$ cat src/include/uic_pkg.sv
package uic_pkg;
   // Register offsets on the three address lines.
   localparam logic [2:0] OFS_DATA = 3'h0;
   localparam logic [2:0] OFS_IER = 3'h1;
   localparam logic [2:0] OFS_ISR_FCR = 3'h2;
   localparam logic [2:0] OFS_LCR = 3'h3;
   localparam logic [2:0] OFS_MCR = 3'h4;
   localparam logic [2:0] OFS_LSR = 3'h5;
   localparam logic [2:0] OFS_MSR = 3'h6;
   localparam logic [2:0] OFS_SCRATCH = 3'h7;
   // Interrupt enable fields.
   localparam int IER_RXD = 0;
   localparam int IER_THRE = 1;
   localparam int IER_LS = 2;
   localparam int IER_MDM = 3;
   // FIFO control fields.
   localparam int FCR_EN = 0;
   localparam int FCR_RXRST = 1;
   localparam int FCR_TXRST = 2;
   localparam int FCR_DMA = 3;
   localparam int FCR_TRIG_LO = 6;
   // Line control fields.
   localparam int LCR_DLAB = 7;
   localparam int LCR_PEN = 3;
   localparam int LCR_STB = 2;
   // Modem control fields.
   localparam int MCR_DTR = 0;
   localparam int MCR_RTS = 1;
   localparam int MCR_OUT1 = 2;
   localparam int MCR_OUT2 = 3;
   localparam int MCR_LOOP = 4;
   // Interrupt source codes, highest priority first.
   localparam logic [3:0] SRC_LS = 4'h6;
   localparam logic [3:0] SRC_TMO = 4'hC;
   localparam logic [3:0] SRC_RXD = 4'h4;
   localparam logic [3:0] SRC_THRE = 4'h2;
   localparam logic [3:0] SRC_MDM = 4'h0;
   localparam logic [3:0] SRC_NONE = 4'h1;
   // Receive trigger levels in characters.
   localparam logic [4:0] TRIG_1 = 5'h01;
   localparam logic [4:0] TRIG_4 = 5'h04;
   localparam logic [4:0] TRIG_8 = 5'h08;
   localparam logic [4:0] TRIG_14 = 5'h0E;
   // Reset values.
   localparam logic [3:0] RST_IER = 4'h0;
   localparam logic [7:0] RST_LCR = 8'h00;
   localparam logic [4:0] RST_MCR = 5'h00;
   localparam logic [7:0] RST_DIV = 8'h00;
   localparam logic [7:0] RST_SCRATCH = 8'h00;
   localparam logic [1:0] RST_TRIG = 2'h0;
   // Receive timeout, in bit times: chars times frame length plus extra bits.
   localparam logic [6:0] TMO_CHARS = 7'h04;
   localparam logic [6:0] TMO_EXTRA_BITS = 7'h0C;
   localparam logic [6:0] FRAME_BASE_BITS = 7'h07;
   // Documented FIFO depth.
   localparam int FIFO_DEPTH_DEF = 16;
endpackage

$ cat src/logic/uic_channel.sv
`timescale 1ns/1ns
// Functional notes
// - Four interrupt enables, reset off, top zero.
// - Receive interrupt on data or trigger level.
// - FIFO receive interrupt clears below trigger.
// - Data ready set on push, clears empty.
// - Enabling transmit-empty while empty raises it.
// - Overrun immediate; errors at head only.
// - Status bit 0 low while pending.
// - Priority source codes on status bits 3..0.
// - Status shows only highest pending source.
// - Status bits 7:6 mirror FIFO enable.
// - Timeout after four chars plus 12 bits.
// - Transmit-empty raised empty, cleared read/write.
// - Line status read clears line interrupt.
// - Modem changes raise; status read clears.
// - FIFO enable bit gates other control bits.
// - FIFO reset bits clear pointers, self-clear.
// - DMA bit switches ready pin signalling.
// - Trigger select: 1, 4, 8, 14.
// - Line bit 7: any errored FIFO char.
// - Line bit 6: FIFO and shifter empty.
// - Divisor bank switch at offsets 0, 1.
module uic_channel #(
   parameter int DEPTH = uic_pkg::FIFO_DEPTH_DEF
) (
   input wire logic clock,
   input wire logic srst,
   input wire logic cs_n,
   input wire logic rd_n,
   input wire logic wr_n,
   input wire logic [2:0] addr,
   input wire logic [7:0] data_in,
   output logic [7:0] data_out,
   output logic data_oe,
   input wire logic rx_char_valid,
   input wire logic [7:0] rx_char_data,
   input wire logic rx_parity_err,
   input wire logic rx_frame_err,
   input wire logic rx_break,
   input wire logic bit_tick,
   output logic tx_valid,
   output logic [7:0] tx_data,
   input wire logic tx_take,
   input wire logic tx_shift_empty,
   input wire logic cts_n,
   input wire logic dsr_n,
   input wire logic ri_n,
   input wire logic cd_n,
   output logic irq,
   output logic irq_oe,
   output logic rx_ready_pin_n,
   output logic tx_ready_pin_n,
   output logic [15:0] divisor,
   output logic [7:0] line_ctrl,
   output logic dtr_n,
   output logic rts_n,
   output logic aux_out1_n,
   output logic aux_out2_n,
   output logic loopback
);
   localparam int PW = $clog2(DEPTH);
   localparam int CW = PW + 1;
   localparam logic [CW-1:0] CAP_FULL = CW'(DEPTH);
   localparam logic [CW-1:0] CAP_ONE = CW'(1);

   // The trigger level of 14 needs at least 16 entries and pointers wrap by power of two.
   initial begin
      if (DEPTH < 16 || (DEPTH & (DEPTH - 1)) != 0) begin
         $error("uic_channel: DEPTH must be a power of two, at least 16.");
      end
   end

   // Register bank and control state.
   logic [7:0] line_ctrl_reg, next_line_ctrl_reg;
   logic [4:0] modem_ctrl_reg, next_modem_ctrl_reg;
   logic [7:0] scratch_reg, next_scratch_reg;
   logic [7:0] divisor_low_reg, next_divisor_low_reg;
   logic [7:0] divisor_high_reg, next_divisor_high_reg;
   logic [3:0] int_enable_reg, next_int_enable_reg;
   logic fifo_en, next_fifo_en;
   logic dma_mode, next_dma_mode;
   logic [1:0] trig_sel, next_trig_sel;
   // Strobe edge detection and read data.
   logic rd_q, wr_q;
   logic [7:0] next_data_out;
   // FIFO storage and pointers.
   logic [10:0] rx_mem [DEPTH];
   logic [7:0] tx_mem [DEPTH];
   logic [PW-1:0] rx_rp, rx_wp, tx_rp, tx_wp;
   logic [PW-1:0] next_rx_rp, next_rx_wp, next_tx_rp, next_tx_wp;
   logic [CW-1:0] rx_cnt, tx_cnt, next_rx_cnt, next_tx_cnt;
   // Interrupt state.
   logic overrun, next_overrun;
   logic ls_seen, next_ls_seen;
   logic [6:0] tmo_cnt, next_tmo_cnt;
   logic thre_int, next_thre_int;
   logic tx_empty_q;
   logic [3:0] mdm_q;
   logic [3:0] mdm_delta, next_mdm_delta;
   logic rx_dma_act, next_rx_dma_act;

   // Decode of the bus strobes; each access acts once, on the cycle its strobe goes low.
   logic rd_act, wr_act, rd_go, wr_go, dlab;
   logic rhr_rd, thr_wr, ier_wr, fcr_wr, isr_rd, lsr_rd, msr_rd;
   assign rd_act = ~cs_n & ~rd_n;
   assign wr_act = ~cs_n & ~wr_n;
   assign rd_go = rd_act & ~rd_q;
   assign wr_go = wr_act & ~wr_q;
   assign dlab = line_ctrl_reg[uic_pkg::LCR_DLAB];
   assign rhr_rd = rd_go && addr == uic_pkg::OFS_DATA && !dlab;
   assign thr_wr = wr_go && addr == uic_pkg::OFS_DATA && !dlab;
   assign ier_wr = wr_go && addr == uic_pkg::OFS_IER && !dlab;
   assign fcr_wr = wr_go && addr == uic_pkg::OFS_ISR_FCR;
   assign isr_rd = rd_go && addr == uic_pkg::OFS_ISR_FCR;
   assign lsr_rd = rd_go && addr == uic_pkg::OFS_LSR;
   assign msr_rd = rd_go && addr == uic_pkg::OFS_MSR;

   // FIFO control decode: a write with the enable bit low only turns the FIFOs off and empties them.
   logic fcr_prog, fifo_toggle, rx_clr, tx_clr;
   assign fcr_prog = fcr_wr && data_in[uic_pkg::FCR_EN];
   assign fifo_toggle = fcr_wr && (data_in[uic_pkg::FCR_EN] != fifo_en);
   assign rx_clr = (fcr_prog && data_in[uic_pkg::FCR_RXRST]) || fifo_toggle;
   assign tx_clr = (fcr_prog && data_in[uic_pkg::FCR_TXRST]) || fifo_toggle;

   // Without FIFOs each path holds one character, so one set of pointers serves both modes.
   logic [CW-1:0] cap;
   logic rx_push, rx_pop, tx_push, tx_pop, rx_any, tx_empty;
   assign cap = fifo_en ? CAP_FULL : CAP_ONE;
   assign rx_any = rx_cnt != '0;
   assign tx_empty = tx_cnt == '0;
   assign rx_push = rx_char_valid && rx_cnt < cap;
   assign rx_pop = rhr_rd && rx_any;
   assign tx_push = thr_wr && tx_cnt < cap;
   assign tx_pop = tx_take && !tx_empty;

   // Head character and its error tags.
   logic [10:0] rx_head;
   logic head_err;
   assign rx_head = rx_mem[rx_rp];
   assign head_err = rx_any && (|rx_head[10:8]);

   // Global error flag over every held character.
   logic fifo_err;
   always_comb begin
      logic [PW-1:0] idx;
      idx = '0;
      fifo_err = 1'b0;
      for (int i = 0; i < DEPTH; i++) begin
         idx = rx_rp + PW'(i);
         if (CW'(i) < rx_cnt && |rx_mem[idx][10:8]) begin
            fifo_err = 1'b1;
         end
      end
   end

   // Trigger level selection.
   logic [4:0] trig_lvl;
   always_comb begin
      case (trig_sel)
         2'h0: trig_lvl = uic_pkg::TRIG_1;
         2'h1: trig_lvl = uic_pkg::TRIG_4;
         2'h2: trig_lvl = uic_pkg::TRIG_8;
         2'h3: trig_lvl = uic_pkg::TRIG_14;
         default: trig_lvl = uic_pkg::TRIG_1;
      endcase
   end

   // Timeout limit follows the programmed frame length, counted in bit times.
   logic [6:0] frame_bits, tmo_limit;
   logic tmo_hit, rxd_lvl;
   assign frame_bits = uic_pkg::FRAME_BASE_BITS + 7'(line_ctrl_reg[1:0])
                       + 7'(line_ctrl_reg[uic_pkg::LCR_PEN]) + 7'(line_ctrl_reg[uic_pkg::LCR_STB]);
   assign tmo_limit = 7'(uic_pkg::TMO_CHARS * frame_bits) + uic_pkg::TMO_EXTRA_BITS;
   assign tmo_hit = fifo_en && rx_any && tmo_cnt == tmo_limit;
   // The level compare drops as soon as reads take the count below the trigger.
   assign rxd_lvl = fifo_en ? (rx_cnt >= CW'(trig_lvl)) : rx_any;

   // Modem inputs, replaced by the control bits in loopback.
   logic [3:0] mdm;
   assign mdm = modem_ctrl_reg[uic_pkg::MCR_LOOP]
                ? {modem_ctrl_reg[uic_pkg::MCR_OUT2], modem_ctrl_reg[uic_pkg::MCR_OUT1],
                   modem_ctrl_reg[uic_pkg::MCR_DTR], modem_ctrl_reg[uic_pkg::MCR_RTS]}
                : {~cd_n, ~ri_n, ~dsr_n, ~cts_n};

   // Source qualification and priority encoding; only the top source is shown.
   logic ls_src, tmo_src, rxd_src, thre_src, mdm_src;
   logic [3:0] src_code;
   assign ls_src = int_enable_reg[uic_pkg::IER_LS] && (overrun || (head_err && !ls_seen));
   assign tmo_src = int_enable_reg[uic_pkg::IER_RXD] && tmo_hit;
   assign rxd_src = int_enable_reg[uic_pkg::IER_RXD] && rxd_lvl;
   assign thre_src = int_enable_reg[uic_pkg::IER_THRE] && thre_int;
   assign mdm_src = int_enable_reg[uic_pkg::IER_MDM] && (|mdm_delta);
   always_comb begin
      if (ls_src) begin
         src_code = uic_pkg::SRC_LS;
      end else if (tmo_src) begin
         src_code = uic_pkg::SRC_TMO;
      end else if (rxd_src) begin
         src_code = uic_pkg::SRC_RXD;
      end else if (thre_src) begin
         src_code = uic_pkg::SRC_THRE;
      end else if (mdm_src) begin
         src_code = uic_pkg::SRC_MDM;
      end else begin
         src_code = uic_pkg::SRC_NONE;
      end
   end

   // Register writes and the FIFO control fields.
   always_comb begin
      next_line_ctrl_reg = line_ctrl_reg;
      next_modem_ctrl_reg = modem_ctrl_reg;
      next_scratch_reg = scratch_reg;
      next_divisor_low_reg = divisor_low_reg;
      next_divisor_high_reg = divisor_high_reg;
      next_int_enable_reg = int_enable_reg;
      next_fifo_en = fifo_en;
      next_dma_mode = dma_mode;
      next_trig_sel = trig_sel;
      if (wr_go) begin
         case (addr)
            uic_pkg::OFS_DATA: begin
               if (dlab) begin
                  next_divisor_low_reg = data_in;
               end
            end
            uic_pkg::OFS_IER: begin
               if (dlab) begin
                  next_divisor_high_reg = data_in;
               end else begin
                  next_int_enable_reg = data_in[3:0];
               end
            end
            uic_pkg::OFS_ISR_FCR: begin
               next_fifo_en = data_in[uic_pkg::FCR_EN];
               if (data_in[uic_pkg::FCR_EN]) begin
                  next_dma_mode = data_in[uic_pkg::FCR_DMA];
                  next_trig_sel = data_in[uic_pkg::FCR_TRIG_LO +: 2];
               end
            end
            uic_pkg::OFS_LCR: next_line_ctrl_reg = data_in;
            uic_pkg::OFS_MCR: next_modem_ctrl_reg = data_in[4:0];
            uic_pkg::OFS_SCRATCH: next_scratch_reg = data_in;
            default: begin
            end
         endcase
      end
   end

   always_ff @(posedge clock) begin
      if (srst) begin
         line_ctrl_reg <= uic_pkg::RST_LCR;
         modem_ctrl_reg <= uic_pkg::RST_MCR;
         scratch_reg <= uic_pkg::RST_SCRATCH;
         divisor_low_reg <= uic_pkg::RST_DIV;
         divisor_high_reg <= uic_pkg::RST_DIV;
         int_enable_reg <= uic_pkg::RST_IER;
         fifo_en <= 1'b0;
         dma_mode <= 1'b0;
         trig_sel <= uic_pkg::RST_TRIG;
      end else begin
         line_ctrl_reg <= next_line_ctrl_reg;
         modem_ctrl_reg <= next_modem_ctrl_reg;
         scratch_reg <= next_scratch_reg;
         divisor_low_reg <= next_divisor_low_reg;
         divisor_high_reg <= next_divisor_high_reg;
         int_enable_reg <= next_int_enable_reg;
         fifo_en <= next_fifo_en;
         dma_mode <= next_dma_mode;
         trig_sel <= next_trig_sel;
      end
   end

   // FIFO pointers; a reset touches only pointers and counts, never the shifters.
   always_comb begin
      next_rx_rp = rx_pop ? rx_rp + 1'b1 : rx_rp;
      next_rx_wp = rx_push ? rx_wp + 1'b1 : rx_wp;
      next_rx_cnt = rx_cnt + CW'(rx_push) - CW'(rx_pop);
      next_tx_rp = tx_pop ? tx_rp + 1'b1 : tx_rp;
      next_tx_wp = tx_push ? tx_wp + 1'b1 : tx_wp;
      next_tx_cnt = tx_cnt + CW'(tx_push) - CW'(tx_pop);
      if (rx_clr) begin
         next_rx_rp = '0;
         next_rx_wp = '0;
         next_rx_cnt = '0;
      end
      if (tx_clr) begin
         next_tx_rp = '0;
         next_tx_wp = '0;
         next_tx_cnt = '0;
      end
   end

   always_ff @(posedge clock) begin
      if (srst) begin
         rx_rp <= '0;
         rx_wp <= '0;
         rx_cnt <= '0;
         tx_rp <= '0;
         tx_wp <= '0;
         tx_cnt <= '0;
      end else begin
         rx_rp <= next_rx_rp;
         rx_wp <= next_rx_wp;
         rx_cnt <= next_rx_cnt;
         tx_rp <= next_tx_rp;
         tx_wp <= next_tx_wp;
         tx_cnt <= next_tx_cnt;
      end
   end

   // Storage arrays carry no reset; only the pointers qualify their contents.
   always_ff @(posedge clock) begin
      if (rx_push) begin
         rx_mem[rx_wp] <= {rx_break, rx_frame_err, rx_parity_err, rx_char_data};
      end
      if (tx_push) begin
         tx_mem[tx_wp] <= data_in;
      end
   end

   // Interrupt flags. Hardware sets beat software clears arriving in the same cycle.
   always_comb begin
      next_overrun = (rx_char_valid && !rx_push) || (overrun && !lsr_rd);
      // A fresh head character reopens the line interrupt for its own tags.
      next_ls_seen = ls_seen;
      if (rx_pop || rx_clr) begin
         next_ls_seen = 1'b0;
      end else if (lsr_rd) begin
         next_ls_seen = 1'b1;
      end
      // Timer restarts on arrival or read; it saturates at the limit.
      next_tmo_cnt = tmo_cnt;
      if (rx_push || rx_pop || !rx_any || !fifo_en) begin
         next_tmo_cnt = '0;
      end else if (bit_tick && tmo_cnt < tmo_limit) begin
         next_tmo_cnt = tmo_cnt + 7'h01;
      end
      next_thre_int = (tx_empty && !tx_empty_q)
                      || (ier_wr && data_in[uic_pkg::IER_THRE]
                          && !int_enable_reg[uic_pkg::IER_THRE] && tx_empty)
                      || (thre_int && !thr_wr
                          && !(isr_rd && src_code == uic_pkg::SRC_THRE));
      next_mdm_delta = (mdm ^ mdm_q) | (mdm_delta & ~{4{msr_rd}});
      next_rx_dma_act = rx_dma_act;
      if (!rx_any) begin
         next_rx_dma_act = 1'b0;
      end else if (rxd_lvl || tmo_hit) begin
         next_rx_dma_act = 1'b1;
      end
   end

   always_ff @(posedge clock) begin
      if (srst) begin
         overrun <= 1'b0;
         ls_seen <= 1'b0;
         tmo_cnt <= '0;
         thre_int <= 1'b0;
         tx_empty_q <= 1'b1;
         mdm_q <= mdm;
         mdm_delta <= '0;
         rx_dma_act <= 1'b0;
      end else begin
         overrun <= next_overrun;
         ls_seen <= next_ls_seen;
         tmo_cnt <= next_tmo_cnt;
         thre_int <= next_thre_int;
         tx_empty_q <= tx_empty;
         mdm_q <= mdm;
         mdm_delta <= next_mdm_delta;
         rx_dma_act <= next_rx_dma_act;
      end
   end

   // Read data is captured once, as the read is taken, so that its own side effects never show.
   logic [7:0] isr_val, lsr_val;
   assign isr_val = {fifo_en, fifo_en, 2'b00, src_code};
   assign lsr_val = {fifo_err,
                     tx_empty && tx_shift_empty,
                     tx_empty,
                     rx_any ? rx_head[10:8] : 3'b000,
                     overrun,
                     rx_any};
   always_comb begin
      next_data_out = data_out;
      if (rd_go) begin
         case (addr)
            uic_pkg::OFS_DATA: next_data_out = dlab ? divisor_low_reg : rx_head[7:0];
            uic_pkg::OFS_IER: next_data_out = dlab ? divisor_high_reg : {4'h0, int_enable_reg};
            uic_pkg::OFS_ISR_FCR: next_data_out = isr_val;
            uic_pkg::OFS_LCR: next_data_out = line_ctrl_reg;
            uic_pkg::OFS_MCR: next_data_out = {3'h0, modem_ctrl_reg};
            uic_pkg::OFS_LSR: next_data_out = lsr_val;
            uic_pkg::OFS_MSR: next_data_out = {mdm, mdm_delta};
            uic_pkg::OFS_SCRATCH: next_data_out = scratch_reg;
            default: next_data_out = 8'h00;
         endcase
      end
   end

   always_ff @(posedge clock) begin
      if (srst) begin
         rd_q <= 1'b0;
         wr_q <= 1'b0;
         data_out <= 8'h00;
      end else begin
         rd_q <= rd_act;
         wr_q <= wr_act;
         data_out <= next_data_out;
      end
   end

   // Pins. DMA signalling only applies while the FIFOs are on.
   assign data_oe = rd_q;
   assign irq = ~src_code[0];
   assign irq_oe = modem_ctrl_reg[uic_pkg::MCR_OUT2];
   assign rx_ready_pin_n = (fifo_en && dma_mode) ? ~rx_dma_act : ~rx_any;
   assign tx_ready_pin_n = (fifo_en && dma_mode) ? (tx_cnt == CAP_FULL) : !tx_empty;
   assign tx_valid = !tx_empty;
   assign tx_data = tx_mem[tx_rp];
   assign divisor = {divisor_high_reg, divisor_low_reg};
   assign line_ctrl = line_ctrl_reg;
   assign dtr_n = ~modem_ctrl_reg[uic_pkg::MCR_DTR];
   assign rts_n = ~modem_ctrl_reg[uic_pkg::MCR_RTS];
   assign aux_out1_n = ~modem_ctrl_reg[uic_pkg::MCR_OUT1];
   assign aux_out2_n = ~modem_ctrl_reg[uic_pkg::MCR_OUT2];
   assign loopback = modem_ctrl_reg[uic_pkg::MCR_LOOP];
endmodule

$ cat config.mk
export PLATFORM = sky130hd
export DESIGN_NAME = uic_channel
export DESIGN_NICKNAME = d
export VERILOG_FILES = /design/src/include/uic_pkg.sv /design/src/logic/uic_channel.sv
export SDC_FILE = /design/constraint.sdc
export NUM_CORES = 1
export LEC_CHECK = 0
export BUFFER_PORTS_ARGS = -buffer_cell sky130_fd_sc_hd__clkbuf_2
export CAP_MARGIN = 20
export CORE_ASPECT_RATIO = 0.7
export CORE_MARGIN = 1
export CORE_UTILIZATION = 55
export DETAILED_ROUTE_END_ITERATION = 8
export GPL_ROUTABILITY_DRIVEN = 0
export PLACE_DENSITY = 0.7
export SETUP_SLACK_MARGIN = 0.3
export SLEW_MARGIN = 10
export SYNTH_ARGS = -nofsm -noshare
export SYNTH_HDL_FRONTEND = slang
export SYNTH_SLANG_ARGS = --single-unit
$ cat constraint.sdc
create_clock -name clock -period 11.2 [get_ports clock]
set_clock_uncertainty 0.15 [all_clocks]
set_input_delay 2.8 -clock clock [delete_from_list [all_inputs] [get_ports clock]]
set_output_delay 2.8 -clock clock [all_outputs]
set_load 0.05 [all_outputs]
Word level (Yosys, flattened, before mapping)
Memory sizes are Yosys's and may differ from the RTL's. A register that Yosys moved wholly into a read port is not among the register bits.
Cells that the tools add are included.
{"block": "op_classes", "addsub": 27, "order_cmp": 20, "eq_ne": 14, "mux": 39, "bitwise_logic": 25, "reduce_logical": 111}
{"op": "$pmux 8 s8", "count": 1}
{"op": "$logic_and 1x1->1", "count": 55}
{"op": "$reduce_or 3->1", "count": 16}
{"op": "$lt 4x5->1 const A", "count": 8}
{"op": "$add 4x4->4 const B", "count": 8}
{"op": "$mux 4", "count": 7}
{"op": "$mux 1", "count": 24}
{"op": "$lt 3x5->1 const A", "count": 4}
{"op": "$pmux 5 s4", "count": 1}
{"op": "$not 1->1", "count": 17}
{"op": "$add 4x1->4 const B", "count": 4}
{"op": "$add 4x3->4 const B", "count": 4}
{"op": "$mux 8", "count": 2}
{"op": "$add 5x1->5", "count": 3}
{"op": "$eq 3x3->1 const B", "count": 4}
{"op": "$reduce_and 3->1", "count": 4}
{"op": "$logic_not 1->1", "count": 11}
{"op": "$logic_or 1x1->1", "count": 11}
{"op": "$lt 1x5->1 const A", "count": 2}
{"op": "$lt 2x5->1 const A", "count": 2}
{"op": "$lt 5x5->1", "count": 2}
{"op": "$reduce_or 2->1", "count": 5}
{"op": "$sub 5x1->5", "count": 2}
{"op": "$add 4x2->4 const B", "count": 2}
{"op": "other kinds (28)", "count": 37}
{"block": "totals", "regBits": 101, "mem_bits_rw": 304, "input_bits": 35, "output_inout_bits": 51, "wordCells": 264, "n_memories": 2}
{"name": "rx_mem", "depth": 16, "width": 11, "read_ports": 16, "rd_ports_with_merged_regs": 1, "write_ports": 1, "line_no": "uic_channel.sv:88", "rtl": "logic [10:0] rx_mem [DEPTH];"}
{"name": "tx_mem", "depth": 16, "width": 8, "read_ports": 1, "rd_ports_with_merged_regs": 1, "write_ports": 1, "line_no": "uic_channel.sv:89", "rtl": "logic [7:0] tx_mem [DEPTH];"}

Depth between registers and ports, before layout
An unclocked memory read counts as a cell.
{"block": "depth", "ltp_word": 20, "ltp_mapped": 17, "mapped_depth_nobuf": 17}

Worst setup path before layout
OpenSTA, ideal clock, no wires.
{"block": "synth_path", "kind": "reg2out", "start": "register line_ctrl_reg[0], in the netlist line_ctrl[0]", "end": "output port irq", "arrival_time_ns": 3.460, "required_ns": 8.250, "path_slack_ns": 4.790, "path_stages_with_launch": 15, "n_path_buf": 0, "path_cell_list": "dfxtp_1 -> inv_1 -> ha_1 -> inv_1 -> ha_1 -> inv_1 -> fa_1 -> ha_1 -> or3_1 -> ha_1 -> nand3_1 -> nor3_1 -> o21bai_1 -> a21oi_2 -> nand2_1"}
{"block": "synth_via", "elab_chain_cells": 10}
{"item": "start: declaration", "line_no": "uic_channel.sv:75", "rtl": "logic [7:0] line_ctrl_reg, next_line_ctrl_reg;"}
{"item": "start signal: assignment", "line_no": "uic_channel.sv:253", "rtl": "line_ctrl_reg <= uic_pkg::RST_LCR;"}
{"item": "start signal: assignment", "line_no": "uic_channel.sv:263", "rtl": "line_ctrl_reg <= next_line_ctrl_reg;"}
{"item": "$add 3x2->4", "line_no": "uic_channel.sv:172", "rtl": "assign frame_bits = uic_pkg::FRAME_BASE_BITS + 7'(line_ctrl_reg[1:0])"}
{"item": "$add 4x1->5", "line_no": "uic_channel.sv:173", "rtl": "+ 7'(line_ctrl_reg[uic_pkg::LCR_PEN]) + 7'(line_ctrl_reg[uic_pkg::LCR_STB]);"}
{"item": "$add 5x1->5", "line_no": "uic_channel.sv:173"}
{"item": "$add 7x4->7", "line_no": "uic_channel.sv:174", "rtl": "assign tmo_limit = 7'(uic_pkg::TMO_CHARS * frame_bits) + uic_pkg::TMO_EXTRA_BITS;"}
{"item": "$eq 7x7->1", "line_no": "uic_channel.sv:175", "rtl": "assign tmo_hit = fifo_en && rx_any && tmo_cnt == tmo_limit;"}
{"item": "$logic_and 1x1->1", "line_no": "uic_channel.sv:175"}
{"item": "$logic_and 1x1->1", "line_no": "uic_channel.sv:190", "rtl": "assign tmo_src = int_enable_reg[uic_pkg::IER_RXD] && tmo_hit;"}
{"item": "$mux 4", "line_no": "uic_channel.sv:197", "rtl": "end else if (tmo_src) begin"}
{"item": "$mux 4", "line_no": "uic_channel.sv:195", "rtl": "if (ls_src) begin"}
{"item": "$not 1->1", "line_no": "uic_channel.sv:416", "rtl": "assign irq = ~src_code[0];"}
{"item": "end: declaration", "line_no": "uic_channel.sv:50", "rtl": "output logic irq,"}
No other way between the ends.

Worst setup path in the final report
Same ends and word-level chain as after synthesis.

==> impl_metrics.ini <==
[logic_synthesis]
ys_seq_elements = 413
yosysSeqAreaShare = 0.601
synth_edf_count = 304
synth.distinct_cells = 68
synth_top_area_cell = edfxtp_1
ys.flop_type = edfxtp_1
avgSynthCellArea_sq_um = 14.7
synthesis.area_sq_mm = 0.0188
ys_top_cells_by_area = edfxtp_1 (49%), dfxtp_1 (12%), mux4_2 (11%), mux2i_1 (4.3%), ha_1 (3.7%)
synthCells = 1284
synthArstFlopShare = 0
yosysWarnings = 0
synth_top_area_frac = 0.485
syn-num-nets = 1377

[sta]
drv_slew = 0
min_period_ps = 6880
finalHoldViolations = 0
final.setup.tns_ps = 0
fin_crit_sh = 0.614
rsz0062_at_grt = no
max_freq_ghz = 0.145
max_slew_margin = 0.296
tightest_slew_ps = 1060
finalSetupViolCount = 0

[floorplanning]
initial_core_util = 0.561
die-area_sq_mm = 0.0350
die_w_um = 223
ios = 86
placementRows = 56
die_h_um = 157
coreArea_sq_mm = 0.0336

[finish]
mostFrequentLayoutCells = edfxtp_1 (304), nor2_1 (141), dfxtp_1 (106)
multi_input_area_sq_mm = 0.00701
fillers = 2473
final_common_cell = edfxtp_1
top_register = rx_mem
regArea_sq_mm = 0.0113
largest_register_ffs = 176
fin_nets = 1471
drive_above_1_share = 0.206
top_regs = rx_mem: 176 flops, tx_mem: 128 flops
fin_cells = 1846
synthToLayoutAreaGrowth_pct = 11.5

[critical_path]
rr_endpoint = data_out[7]
regToRegSetupSlack_ps = 7190
path_cells = inv_1 -> ha_1 -> inv_1 -> ha_1 -> inv_1 -> fa_1 -> ha_1 -> or3_1 -> ha_1 -> nand3_1 -> nor3_1 -> o21bai_1 -> a21oi_2 -> nand2_1 -> clkbuf_2
critPathKind = reg2out
rr_startpoint = rx_rp[1]
crit_path_end = irq
cp_num_cells = 15
start_kind = flop
cp_num_buf_inv = 4
r2r_cells = 10
cp_slowest_cell = fa_1
crit_top_cell = ha_1
cp.required_ps = 8250
crit_fanout = 4
startpoint = line_ctrl[0]
crit_family = adder cells
critPathCaptureType = output port
cp_data_arrival_time_ps = 3930
slowest_delay_ps = 460

[detailed_routing]
drtIter0Drc = 1260
drt_first_pass_iters = 5
vias = 11315
drc_errors = 0
drtAntennaViolNets = 0
drt_wl_total_um = 44700
via_per_inst = 6.13
drt-wirelength-per-cell_um = 24.2

[job]
cap_violations = 0

[cts]
cts_hold_buf = 0
cts_tree = done
path_clk_slew_ps = 60
clock_latency_ps = 550
clkSinkCount = 413
cts_made_buffers = 40
post_cts_buffers = 0
cts_root_buffer = clkbuf_16
cts_buffer_depth = 3
cts.htree.levels = 2
cts_resized = 0

[power_and_ir_drop]
clkPwrFrac = 0.345
internal_power_mw = 2.70
p_comb_frac = 0.188
p_total_mw = 3.77
p_per_area_mw_per_mm2 = 180
leakagePower_nw = 7.41
p_switching_mw = 1.06
seqPwrFrac = 0.467
switching_share = 0.282
ir_drop_uv = 144

[placed_design]
port_buffers = 85
place_hpwl_um = 30200
place_inst = 1770

[global_route]
grt_antenna_before_repair = 1
grt_pass1_wl_um = 67400
overflow = 0
grt_max_degree = 57
gr-usage-all-layers = 0.261
grt_pass1_vias = 10801

[min_path]
hold_path.class = reg2reg

[status]
status = completed
## power groups by stage
stage	sequential (mW)	clock, mW	combinational (mW)
2_1_floorplan	1.77	0	0.511
3_3_place_gp	1.79	0	0.693
3_5_place_dp	1.79	0	0.705
4_1_cts	1.76	1.32	0.709
5_1_grt	1.76	1.38	0.773
6_report	1.76	1.30	0.708
## routing by layer
layer	track usage	part of all wire
met4	0.0663	0.019
met2	0.381	0.44
met5	0	0
met3	0.0402	0.077
met1	0.409	0.47
## stage by stage
step                hold slack [ps]  cell area (sq um)  setup WS, ps   util
global route                    340              21000          3990  0.625
detailed placement              311              19700          4750  0.588
global placement                313              19700          4870  0.587
finish                          328              21000          4320  0.625
CTS                             325              21000          4300  0.625
floorplan                       285              18800          4790      -
## worst register-to-register path, cell delays in order, from the launching register on
cell,delay (ps)
dfxtp_1,310
buf_4,330
inv_2,190
ha_1,1020
mux4_1,430
nor3_1,450
mux4_2,360
o211a_1,160
a31oi_1,90
nor4_1,280
a31oi_1,110
## worst min-delay path by stage
stage	startpoint	endpoint	cells after the start
after detailed placement	rx_dma_act	rx_dma_act	1
final	rx_dma_act	rx_dma_act	1
after global placement	rx_dma_act	rx_dma_act	1
after floorplan	rx_dma_act	rx_dma_act	1
after CTS	rx_dma_act	rx_dma_act	1
after global routing	rx_dma_act	rx_dma_act	1
## area by class of cell
cell class                 count  area share
antenna                        1    0.000119
clock buffer                  52      0.0499
clock inverter                22     0.00936
inverter                      48     0.00871
multi-input combinational    756       0.334
sequential                   413       0.539
tap                          435      0.0259
timing repair buffer         119      0.0323
## cells by family after synthesis
kind of cell	share of synthesized area
xor gates and xnor gates	0.0177
DFF	0.601
and+or+nand+nor	0.0780
buffers and inverters	0.0277
AOI/OAI and AO/OA	0.0497
adders and majority gates	0.0398
muxes	0.186
## cell usage after synthesis, drive strengths merged, types with 2 or more instances
cell	instances
xor2	15
a2111oi	2
a21o	6
a21boi	2
mux2	8
nand2	47
nor3b	2
nand2b	12
o21a	2
edfxtp	304
and4	2
dfxtp	109
xnor2	23
a211oi	15
nor2	141
nand4	6
a311oi	2
ha	55
nor4	9
a22oi	4
o22ai	2
and3	3
fa	3
o21ai	32
o31ai	2
o211ai	2
nor3	43
a22o	2
mux2i	81
clkbuf	35
a221oi	9
a21oi	40
nand3	24
a221o	3
mux4	112
o21bai	2
nand3b	4
and2	3
inv	48
or3	5
a211o	2
nor2b	11
buf	32
a31oi	6
No activity file was read; power rests on OpenSTA's default activity.
